===== src/peu_pkg.sv =====
// package for the event unit interrupt status block
// assumes a plain strobed register port with 32-bit data
`default_nettype none
package peu_pkg;
	localparam int          PEU_ADDR_W          = 12;
	localparam logic [11:0] PEU_OFF_INDEX       = 12'h520;
	localparam logic [11:0] PEU_OFF_IRQ_STATUS  = 12'h528;
	localparam logic [11:0] PEU_OFF_CTRL_STATUS = 12'h52C;
	localparam logic [11:0] PEU_OFF_NOTIFY      = 12'h540;
	localparam int          PEU_NUM_TRIG        = 3;
	localparam int          PEU_NUM_STAMP       = 2;
	localparam int          PEU_TRIG_LSB        = 16;
	localparam int          PEU_STAMP_LSB       = 0;
	localparam int          PEU_IDX_STAMP_BIT   = 8;
	localparam int          PEU_CS_TRIG_EN_BIT  = 3;
	localparam int          PEU_CS_TRIG_ACT_BIT = 4;
	localparam int          PEU_CS_IRQ_EN_BIT   = 5;
	localparam int          PEU_CS_STAMP_EN_BIT = 1;
	localparam logic [31:0] PEU_STATUS_MASK     = 32'h0007_0003;
	localparam logic [31:0] PEU_RESET_WORD      = 32'h0000_0000;
	localparam logic [1:0]  PEU_IDX_RESET       = 2'h0;
	typedef enum logic [2:0]
	{
		PEU_RD_IDLE = 3'b001,
		PEU_RD_DATA = 3'b010,
		PEU_RD_MISS = 3'b100
	} peu_rd_e;
endpackage
`default_nettype wire


===== src/peu_sticky.sv =====
// one sticky write-clear status bit with its own enable
// assumes events are one-cycle pulses synchronous to ref_clk
`timescale 1ns/10ps
`default_nettype none
module peu_sticky
	import peu_pkg::*;
(
	input  wire logic ref_clk,
	input  wire logic rst_b,
	input  wire logic event_in,
	input  wire logic enable,
	input  wire logic clear,
	output var  logic flag
);
	logic flag_reg;
	logic flag_next;

	// set wins over clear
	always_comb
	begin
		flag_next = flag_reg;
		if (clear)
			flag_next = 1'b0;
		if (event_in && enable)
			flag_next = 1'b1;
	end

	always_ff @(posedge ref_clk or negedge rst_b)
	begin
		if (!rst_b)
			flag_reg <= 1'b0;
		else
			flag_reg <= flag_next;
	end

	assign flag = flag_reg;

	a_set_wins: assert property (@(posedge ref_clk) disable iff (!rst_b)
		event_in && enable |=> flag)
		else $error("enabled event lost");
	a_no_set_disabled: assert property (@(posedge ref_clk) disable iff (!rst_b)
		!flag && !(event_in && enable) |=> !flag)
		else $error("flag rose without enabled event");
endmodule
`default_nettype wire


===== src/peu_index.sv =====
// unit index pointer register: trigger index and stamp index
// assumes write strobe decoded by the parent
`timescale 1ns/10ps
`default_nettype none
module peu_index
	import peu_pkg::*;
(
	input  wire logic        ref_clk,
	input  wire logic        rst_b,
	input  wire logic        wr_en,
	input  wire logic [31:0] wr_data,
	output var  logic [1:0]  trig_sel,
	output var  logic        stamp_sel
);
	logic [1:0] trig_reg;
	logic       stamp_reg;

	always_ff @(posedge ref_clk or negedge rst_b)
	begin
		if (!rst_b)
		begin
			trig_reg  <= PEU_IDX_RESET;
			stamp_reg <= 1'b0;
		end
		else if (wr_en)
		begin
			trig_reg  <= wr_data[1:0];
			stamp_reg <= wr_data[PEU_IDX_STAMP_BIT];
		end
	end

	assign trig_sel  = trig_reg;
	assign stamp_sel = stamp_reg;
endmodule
`default_nettype wire


===== src/peu_irq_status.sv =====
// event unit interrupt status collector with indexed control/status
// assumes one-cycle event pulses on ref_clk and a never-waiting slave port
`timescale 1ns/10ps
`default_nettype none
module peu_irq_status
	import peu_pkg::*;
#(
	parameter int NUM_TRIG  = PEU_NUM_TRIG,
	parameter int NUM_STAMP = PEU_NUM_STAMP
)
(
	input  wire logic                  ref_clk,
	input  wire logic                  rst_b,
	input  wire logic [PEU_ADDR_W-1:0] reg_addr,
	input  wire logic [31:0]           reg_wdata,
	input  wire logic                  reg_wr,
	input  wire logic                  reg_rd,
	output var  logic [31:0]           reg_rdata,
	input  wire logic [NUM_TRIG-1:0]   trig_event,
	input  wire logic [NUM_TRIG-1:0]   trig_done,
	input  wire logic [NUM_STAMP-1:0]  stamp_event,
	output var  logic [NUM_TRIG-1:0]   trig_enable,
	output var  logic [NUM_STAMP-1:0]  stamp_enable,
	output var  logic                  gpio_event_summary
);
	////////////////////////////////////////////////////////////////
	// decode
	logic wr_status;
	logic wr_ctrl;
	logic wr_index;
	logic wr_notify;

	assign wr_status = reg_wr && (reg_addr == PEU_OFF_IRQ_STATUS);
	assign wr_ctrl   = reg_wr && (reg_addr == PEU_OFF_CTRL_STATUS);
	assign wr_index  = reg_wr && (reg_addr == PEU_OFF_INDEX);
	assign wr_notify = reg_wr && (reg_addr == PEU_OFF_NOTIFY);

	logic [1:0] trig_sel;
	logic       stamp_sel;

	peu_index u_index
	(
		.ref_clk   (ref_clk),
		.rst_b     (rst_b),
		.wr_en     (wr_index),
		.wr_data   (reg_wdata),
		.trig_sel  (trig_sel),
		.stamp_sel (stamp_sel)
	);

	////////////////////////////////////////////////////////////////
	// per-unit control bits
	logic [NUM_TRIG-1:0]  notify_on_trigger_reg;
	logic [NUM_TRIG-1:0]  trig_en_reg;
	logic [NUM_STAMP-1:0] stamp_irq_enable_reg;
	logic [NUM_STAMP-1:0] stamp_en_reg;

	always_ff @(posedge ref_clk or negedge rst_b)
	begin
		if (!rst_b)
			notify_on_trigger_reg <= '0;
		else if (wr_notify)
			notify_on_trigger_reg <= reg_wdata[NUM_TRIG-1:0];
	end

	genvar t;
	generate
		for (t = 0; t < NUM_TRIG; t++)
		begin : g_trig_ctl
			// enable self-clears when the unit finishes unless a same-cycle control write to this unit wins
			always_ff @(posedge ref_clk or negedge rst_b)
			begin
				if (!rst_b)
					trig_en_reg[t] <= 1'b0;
				else if (wr_ctrl && trig_sel == 2'(t))
					trig_en_reg[t] <= reg_wdata[PEU_CS_TRIG_EN_BIT];
				else if (trig_done[t])
					trig_en_reg[t] <= 1'b0;
			end
		end
	endgenerate

	genvar s;
	generate
		for (s = 0; s < NUM_STAMP; s++)
		begin : g_stamp_ctl
			always_ff @(posedge ref_clk or negedge rst_b)
			begin
				if (!rst_b)
				begin
					stamp_irq_enable_reg[s] <= 1'b0;
					stamp_en_reg[s]         <= 1'b0;
				end
				else if (wr_ctrl && stamp_sel == 1'(s))
				begin
					stamp_irq_enable_reg[s] <= reg_wdata[PEU_CS_IRQ_EN_BIT];
					stamp_en_reg[s]         <= reg_wdata[PEU_CS_STAMP_EN_BIT];
				end
			end
		end
	endgenerate

	assign trig_enable  = trig_en_reg;
	assign stamp_enable = stamp_en_reg;

	////////////////////////////////////////////////////////////////
	// sticky status bits
	logic [NUM_TRIG-1:0]  trig_flag;
	logic [NUM_STAMP-1:0] stamp_flag;

	generate
		for (t = 0; t < NUM_TRIG; t++)
		begin : g_trig_flag
			peu_sticky u_flag
			(
				.ref_clk  (ref_clk),
				.rst_b    (rst_b),
				.event_in (trig_event[t]),
				.enable   (notify_on_trigger_reg[t]),
				.clear    (wr_status && reg_wdata[PEU_TRIG_LSB+t]),
				.flag     (trig_flag[t])
			);
		end
		for (s = 0; s < NUM_STAMP; s++)
		begin : g_stamp_flag
			// only GPIO input stamp events feed these bits
			peu_sticky u_flag
			(
				.ref_clk  (ref_clk),
				.rst_b    (rst_b),
				.event_in (stamp_event[s]),
				.enable   (stamp_irq_enable_reg[s]),
				.clear    (wr_status && reg_wdata[PEU_STAMP_LSB+s]),
				.flag     (stamp_flag[s])
			);
		end
	endgenerate

	logic [31:0] status_word;

	always_comb
	begin
		status_word = PEU_RESET_WORD;
		status_word[PEU_TRIG_LSB +: NUM_TRIG]   = trig_flag;
		status_word[PEU_STAMP_LSB +: NUM_STAMP] = stamp_flag;
		status_word = status_word & PEU_STATUS_MASK;
	end

	assign gpio_event_summary = |status_word;

	////////////////////////////////////////////////////////////////
	// read path, data one cycle after strobe
	logic [31:0] ctrl_word;

	always_comb
	begin
		ctrl_word = PEU_RESET_WORD;
		ctrl_word[PEU_CS_IRQ_EN_BIT]   = stamp_irq_enable_reg[stamp_sel];
		ctrl_word[PEU_CS_STAMP_EN_BIT] = stamp_en_reg[stamp_sel];
		if (trig_sel < NUM_TRIG[1:0])
		begin
			ctrl_word[PEU_CS_TRIG_EN_BIT]  = trig_en_reg[trig_sel];
			ctrl_word[PEU_CS_TRIG_ACT_BIT] = trig_en_reg[trig_sel];
		end
	end

	peu_rd_e     rd_state_reg;
	logic [31:0] rdata_reg;

	always_ff @(posedge ref_clk or negedge rst_b)
	begin
		if (!rst_b)
			rd_state_reg <= PEU_RD_IDLE;
		else if (!reg_rd)
			rd_state_reg <= PEU_RD_IDLE;
		else
			case (reg_addr)
				PEU_OFF_IRQ_STATUS,
				PEU_OFF_CTRL_STATUS,
				PEU_OFF_INDEX,
				PEU_OFF_NOTIFY: rd_state_reg <= PEU_RD_DATA;
				default:        rd_state_reg <= PEU_RD_MISS;
			endcase
	end

	always_ff @(posedge ref_clk or negedge rst_b)
	begin
		if (!rst_b)
			rdata_reg <= PEU_RESET_WORD;
		else if (reg_rd)
			case (reg_addr)
				PEU_OFF_IRQ_STATUS:  rdata_reg <= status_word;
				PEU_OFF_CTRL_STATUS: rdata_reg <= ctrl_word;
				PEU_OFF_INDEX:       rdata_reg <= {23'h0, stamp_sel, 6'h0, trig_sel};
				PEU_OFF_NOTIFY:      rdata_reg <= {{(32-NUM_TRIG){1'b0}}, notify_on_trigger_reg};
				default:             rdata_reg <= PEU_RESET_WORD;
			endcase
		else
			rdata_reg <= PEU_RESET_WORD;
	end

	assign reg_rdata = rdata_reg;

	////////////////////////////////////////////////////////////////
	// checks
	a_trig_bit_map: assert property (@(posedge ref_clk) disable iff (!rst_b)
		trig_event[0] && notify_on_trigger_reg[0] |=> status_word[PEU_TRIG_LSB])
		else $error("trigger unit 0 not at bit 16");
	a_trig_gate: assert property (@(posedge ref_clk) disable iff (!rst_b)
		!notify_on_trigger_reg[1] && !trig_flag[1] |=> !trig_flag[1])
		else $error("trigger flag set while notify off");
	a_stamp_bit_map: assert property (@(posedge ref_clk) disable iff (!rst_b)
		stamp_event[1] && stamp_irq_enable_reg[1] |=> status_word[1])
		else $error("stamp unit 1 not at bit 1");
	a_stamp_gate: assert property (@(posedge ref_clk) disable iff (!rst_b)
		!stamp_irq_enable_reg[0] && !stamp_flag[0] |=> !stamp_flag[0])
		else $error("stamp flag set while disabled");
	a_summary_or: assert property (@(posedge ref_clk) disable iff (!rst_b)
		gpio_event_summary == ((|trig_flag) || (|stamp_flag)))
		else $error("summary not OR of flags");
	a_trig_clear: assert property (@(posedge ref_clk) disable iff (!rst_b)
		wr_status && reg_wdata[PEU_TRIG_LSB] && !trig_event[0] |=> !trig_flag[0])
		else $error("trigger flag not cleared");
	a_stamp_clear: assert property (@(posedge ref_clk) disable iff (!rst_b)
		wr_status && reg_wdata[0] && !stamp_event[0] |=> !stamp_flag[0])
		else $error("stamp flag not cleared");
	a_reserved_zero: assert property (@(posedge ref_clk) disable iff (!rst_b)
		$past(reg_rd) && $past(reg_addr) == PEU_OFF_IRQ_STATUS |-> (reg_rdata & ~PEU_STATUS_MASK) == 32'h0)
		else $error("reserved bits read nonzero");
	a_index_ctrl: assert property (@(posedge ref_clk) disable iff (!rst_b)
		wr_ctrl && stamp_sel |=> stamp_irq_enable_reg[1] == $past(reg_wdata[PEU_CS_IRQ_EN_BIT]))
		else $error("indexed write missed unit 1");
	a_read_one_cycle: assert property (@(posedge ref_clk) disable iff (!rst_b)
		!reg_rd |=> reg_rdata == 32'h0)
		else $error("read data held beyond one cycle");

	// read port bookkeeping: misses and idle cycles read zero
	a_rd_onehot: assert property (@(posedge ref_clk) disable iff (!rst_b)
		$onehot(rd_state_reg))
		else $error("read state not one-hot");
	a_rd_miss_zero: assert property (@(posedge ref_clk) disable iff (!rst_b)
		rd_state_reg == PEU_RD_MISS |-> reg_rdata == 32'h0)
		else $error("unmapped read returned data");
	a_rd_idle_zero: assert property (@(posedge ref_clk) disable iff (!rst_b)
		rd_state_reg == PEU_RD_IDLE |-> reg_rdata == 32'h0)
		else $error("idle read port not zero");

	// control/status writes land only in the indexed unit; notify writes load all trigger units at once
	a_notify_write: assert property (@(posedge ref_clk) disable iff (!rst_b)
		wr_notify |=> notify_on_trigger_reg == $past(reg_wdata[NUM_TRIG-1:0]))
		else $error("notify bits not written");
	a_index_unit0: assert property (@(posedge ref_clk) disable iff (!rst_b)
		wr_ctrl && !stamp_sel |=> stamp_irq_enable_reg[0] == $past(reg_wdata[PEU_CS_IRQ_EN_BIT]))
		else $error("indexed write missed unit 0");
	a_stamp_en_write: assert property (@(posedge ref_clk) disable iff (!rst_b)
		wr_ctrl && stamp_sel |=> stamp_en_reg[1] == $past(reg_wdata[PEU_CS_STAMP_EN_BIT]))
		else $error("stamp enable write missed unit 1");
	a_trig_idx_none: assert property (@(posedge ref_clk) disable iff (!rst_b)
		wr_ctrl && trig_sel == 2'h3 && !(|trig_done) |=> trig_en_reg == $past(trig_en_reg))
		else $error("reserved trigger index changed an enable");
	a_summary_set: assert property (@(posedge ref_clk) disable iff (!rst_b)
		|(stamp_event & stamp_irq_enable_reg) |=> gpio_event_summary)
		else $error("summary missed a stamp event");

	// per-unit checks; done clears the enable unless a same-unit control write wins
	generate
		for (t = 0; t < NUM_TRIG; t++)
		begin : g_trig_chk
			a_trig_done_off: assert property (@(posedge ref_clk) disable iff (!rst_b)
				trig_done[t] && !(wr_ctrl && trig_sel == 2'(t)) |=> !trig_en_reg[t])
				else $error("trigger enable not cleared on done");
			a_trig_flag_clear: assert property (@(posedge ref_clk) disable iff (!rst_b)
				wr_status && reg_wdata[PEU_TRIG_LSB+t] && !trig_event[t] |=> !trig_flag[t])
				else $error("trigger flag not cleared");
		end
		for (s = 0; s < NUM_STAMP; s++)
		begin : g_stamp_chk
			a_stamp_flag_clear: assert property (@(posedge ref_clk) disable iff (!rst_b)
				wr_status && reg_wdata[PEU_STAMP_LSB+s] && !stamp_event[s] |=> !stamp_flag[s])
				else $error("stamp flag not cleared");
		end
	endgenerate

	c_trig_irq: cover property (@(posedge ref_clk) disable iff (!rst_b) $rose(trig_flag[2]));
	c_stamp_irq: cover property (@(posedge ref_clk) disable iff (!rst_b) $rose(stamp_flag[1]));
	c_set_clear: cover property (@(posedge ref_clk) disable iff (!rst_b)
		wr_status && reg_wdata[PEU_TRIG_LSB] && trig_event[0] && notify_on_trigger_reg[0]);
	c_summary: cover property (@(posedge ref_clk) disable iff (!rst_b) $fell(gpio_event_summary));
endmodule
`default_nettype wire


===== config.mk =====
export PLATFORM = sky130hd
export DESIGN_NAME = peu_irq_status
export DESIGN_NICKNAME = d
export VERILOG_FILES = /design/src/peu_pkg.sv /design/src/peu_sticky.sv /design/src/peu_index.sv /design/src/peu_irq_status.sv
export SDC_FILE = /design/constraint.sdc
export NUM_CORES = 1
export LEC_CHECK = 0
export ABC_AREA = 0
export BUFFER_PORTS_ARGS = -buffer_cell sky130_fd_sc_hd__buf_2
export CAP_MARGIN = 5
export CORE_MARGIN = 8
export CORE_UTILIZATION = 46
export CTS_CLUSTER_DIAMETER = 80
export DETAILED_ROUTE_END_ITERATION = 8
export PLACE_DENSITY = 0.92
export SETUP_SLACK_MARGIN = 0.02
export SYNTH_ARGS = -nofsm -noshare
export SYNTH_HDL_FRONTEND = slang
export SYNTH_HIERARCHICAL = 1
export SYNTH_SLANG_ARGS = --single-unit

===== constraint.sdc =====
create_clock -name ref_clk -period 3.5 [get_ports ref_clk]
set_clock_uncertainty 0.2 [all_clocks]
set_input_delay 0.35 -clock ref_clk [delete_from_list [all_inputs] [get_ports ref_clk]]
set_output_delay 0.35 -clock ref_clk [all_outputs]
set_load 0.1 [all_outputs]

==> out/qor.txt <==
SYNTHESIS
----------------------------------------------------------------------------------------
Cell taking the most area after synthesis                                   sky130_fd_sc_hd__dfrtp_1
FF+latch count, synth                                                                 27
Number of enable flip-flop cells after synthesis                                       0
Number of library cell types mapped by synthesis                                      33
Top area cells in the synthesized netlist                                   sky130_fd_sc_hd__dfrtp_1, sky130_fd_sc_hd__buf_4, sky130_fd_sc_hd__mux2_1
Synth Warn #                                                                           6
Area of the mapped netlist                                                   0.00157 mm²
Post-synth ARST share                                                               100%
Ranking of synthesized cells by instance count                              sky130_fd_sc_hd__dfrtp_1, sky130_fd_sc_hd__buf_4, sky130_fd_sc_hd__mux2_1, sky130_fd_sc_hd__nand2_1
Fraction of the yosys area taken by sequential cells                               43.0%
Synthesized instance count                                                           146
Area fraction of the dominant cell type after synthesis                            43.0%
Dominant cell by count in the synthesized netlist                           sky130_fd_sc_hd__dfrtp_1
Post-Synthesis Mean Instance Area                                               10.8 µm²
Primary FF master, synth                                                    sky130_fd_sc_hd__dfrtp_1

LAYOUT
----------------------------------------------------------------------------------------
Largest register FFs                                                                   9
Share of layout cells above drive strength 1                                       36.2%
Inserted Diodes                                                                        0
Post-synthesis to final-layout area growth                                         16.8%
Number of fillers in the final layout                                                301
Fin nets                                                                             256

GLOBAL ROUTE
----------------------------------------------------------------------------------------
Initial antenna violation count                                                        0
Overflow left after global routing                                                     0
Total track usage                                                                  11.8%
Vias in the first global route                                                     1,114
Largest net degree at the start of global routing                                     28
Wire length of the first global-routing pass                                     5060 µm

PLACE
----------------------------------------------------------------------------------------
Count of port buffers added during placement                                          48
Dpl hpwl                                                                         2810 µm
Placer Congestion                                                                  0.849

STA
----------------------------------------------------------------------------------------
Portion of the clock cycle consumed by the worst path in the final layout          66.5%
Unrepaired setup endpoints after global routing                                    false
Slew at the pin with the worst max-slew slack                                   0.597 ns
Max-slew headroom at the worst pin                                                 60.2%
Top achievable clock speed                                                       429 MHz
Final min period                                                                 2.33 ns
Setup TNS Final                                                                     0 ns
Final hold violation count                                                             0
Number of endpoints failing setup at the final stage                                   0
Number of pins exceeding their max-slew limit in the final report                      0
Worst slack on hold paths                                                      0.0101 ns

FLOORPLAN
----------------------------------------------------------------------------------------
Die ar.                                                                      0.00554 mm²
Number of standard-cell rows in the floorplan                                         21
Floorplan Core Area                                                          0.00331 mm²
Effective utilization at floorplan                                                 47.5%
Number of I/O pins                                                                    94
Vert. Die Dim                                                                    74.5 µm
Die width                                                                        74.5 µm

POWER
----------------------------------------------------------------------------------------
Leakage power of the design                                                     0.938 nW
Cell internal power dissipation                                               0.000379 W
Sequential fraction of design power                                                51.9%
IR drop worst, VDD                                                              0.127 mV
Clock network fraction of total power                                              22.9%
Net switching share of the total power                                             37.3%
Combinational share of power                                                       25.2%
NetSw                                                                         0.000226 W
Power density relative to cell area                                           329 mW/mm²

CRITICAL PATH
----------------------------------------------------------------------------------------
Cell breakdown of the critical path                                         dlygate4sd3_1, buf_2, nor4_2, a22oi_1, nor4_1, dlygate4sd3_1
Worst setup SP type                                                            input pin
Kind of critical path                                                       input pin to flip-flop
Endpoint required time on the critical path                                      3.58 ns
End of the worst register-to-register path                                  reg_rdata[0]$_DFF_PN0_
Critical Path Sink Type                                                        flip-flop
Depth of the most critical reg-to-reg path                                             4
Maximum fanout count along the critical path                                           5
Max incr delay on CP                                                             0.59 ns
Cell mode on critical path                                                  sky130_fd_sc_hd__dlygate4sd3_1
Minimum setup slack among reg-to-reg paths                                       1.71 ns
Cell with the largest stage delay on the worst path                         sky130_fd_sc_hd__dlygate4sd3_1
Worst reg2reg startpoint                                                    u_index/trig_sel[0]$_DFFE_PN0P_
Data arrival time of the worst path                                              2.41 ns

CLOCK NETWORK
----------------------------------------------------------------------------------------
Master cell of the clock root buffer                                        sky130_fd_sc_hd__clkbuf_4
Max Root-Sink Buffers                                                                  2
Clock tree from TritonCTS                                                          built
Reg clk slew, reported paths                                                     0.15 ns
Clock latency of the later-clocked register in the worst-skew pair               0.33 ns
CTS Buf Count                                                                          3
# hold bufs at CTS                                                                     1
Resized Gates After CTS                                                                0
Post-CTS setup buffer count                                                            0
Depth of the CTS H-tree                                                                1
Clk sinks                                                                             27

WORST HOLD PATH
----------------------------------------------------------------------------------------
Worst Min Path Start                                                        trig_event[2]
Min-delay worst type                                                        input pin to flip-flop
Hold EP                                                                     g_trig_flag[2].u_flag/flag$_DFFE_PN0P_
Worst hold path stage count                                                            3

DETAILED ROUTING
----------------------------------------------------------------------------------------
Final ANT Viol Nets                                                                    0
Number of iterations in the first detailed-routing pass                                4
Total length of routed wires                                                     3360 µm
Routed wirelength normalized by instance count                                   13.7 µm
Final routed DRC violation total                                                       0
Total vias in the final route                                                      1,173
DRC violation total after the first TritonRoute iteration                             83
Via count normalized by instance count                                              4.79

FLOW RUN
----------------------------------------------------------------------------------------
Max-cap check violation count                                                          0

RUN STATUS
----------------------------------------------------------------------------------------
Status                                                                         completed

[power by group through the flow]
stage | Clock [W] | Sequential [W] | Combinational (W)
4_1_cts | 0.000139 | 0.000313 | 0.000151
5_1_grt | 0.000153 | 0.000314 | 0.000159
3_3_place_gp | 0 | 0.000319 | 0.000148
2_1_floorplan | 0 | 0.000320 | 0.000135
6_report | 0.000138 | 0.000313 | 0.000152
3_5_place_dp | 0 | 0.000319 | 0.000150
[placed cells by master (no fill, tap or decap), drive strengths merged, types with 2 or more instances in the layout]
master	instances
inv	7
a22oi	2
nand2	10
buf	48
dfrtp	27
dlygate4sd3	3
clkbuf	3
mux2	13
nor4	4
a22o	2
conb	22
nand3	5
and3	4
nor4b	2
nor3	6
and4bb	2
mux2i	3
and2	6
nor2b	4
nor2	9
nand3b	3
o21ai	5
[cell families (layout without fill, tap and decap cells)]
family / Yosys count / in the layout / synth area share (%)
DFF: 27 / 27 / 43.0
and+or+nand+nor: 59 / 59 / 26.1
buffers and inverters: 30 / 62 / 12.7
AOI/OAI and AO/OA: 12 / 12 / 6.21
xor gates and xnor gates: 1 / 1 / 0.557
other: 1 / 22 / 0.239
muxes: 16 / 16 / 11.2
[area by class of cell]
class / count / area [µm²] / area share [%]
clock buffers: 3 / 22.5 / 1.23
clock inverters: 1 / 7.51 / 0.409
inverters: 7 / 26.3 / 1.43
multi-input cells: 110 / 776 / 42.3
flip-flops and latches: 27 / 676 / 36.8
well taps: 46 / 57.6 / 3.14
repair buffers: 51 / 270 / 14.7
[metal layers]
| metal | vias up | global-route usage [%] | part of all wire (%) |
|---|---|---|---|
| li1 | 570 | - | - |
| met1 | 552 | 14.5 | 40 |
| met2 | 49 | 18.8 | 47 |
| met3 | 2 | 4.31 | 12 |
| met4 | 0 | 3.26 | 0.45 |
| met5 | - | 0 | 0 |
[through the flow]
step | cells | power, W | cell area [µm²] | util (%) | worst slack (ns)
floorplan | 167 | 0.000454 | 1650 | - | 1.63
global placement | 238 | 0.000468 | 1780 | 53.6 | 1.54
detailed placement | 238 | 0.000469 | 1780 | 53.6 | 1.53
CTS | 243 | 0.000603 | 1820 | 54.8 | 1.63
global route | 245 | 0.000626 | 1840 | 55.4 | 1.12
finish | 245 | 0.000604 | 1840 | 55.4 | 1.17
[worst max-delay path by stage]
stage	start	to	slack (ns)	cells past startpoint
after floorplan	reg_rdata[4]$_DFF_PN0_	reg_rdata[4]	1.63	1
after global routing	reg_addr[0]	reg_rdata[0]$_DFF_PN0_	1.12	6
after global placement	reg_addr[1]	u_index/trig_sel[1]$_DFFE_PN0P_	1.54	5
after detailed placement	reg_addr[4]	trig_enable[0]$_DFFE_PN0P_	1.53	5
final	reg_addr[0]	reg_rdata[0]$_DFF_PN0_	1.17	6
after CTS	g_stamp_flag[1].u_flag/flag$_DFFE_PN0P_	gpio_event_summary	1.63	3
[worst max-delay path, delay by kind of cell]
kind,cells,cell delay [ns]
and+or+nand+nor,2,0.66
AOI/OAI and AO/OA,1,0.12
buffers and inverters,3,1.29
Power figures use the tool's default switching activity.
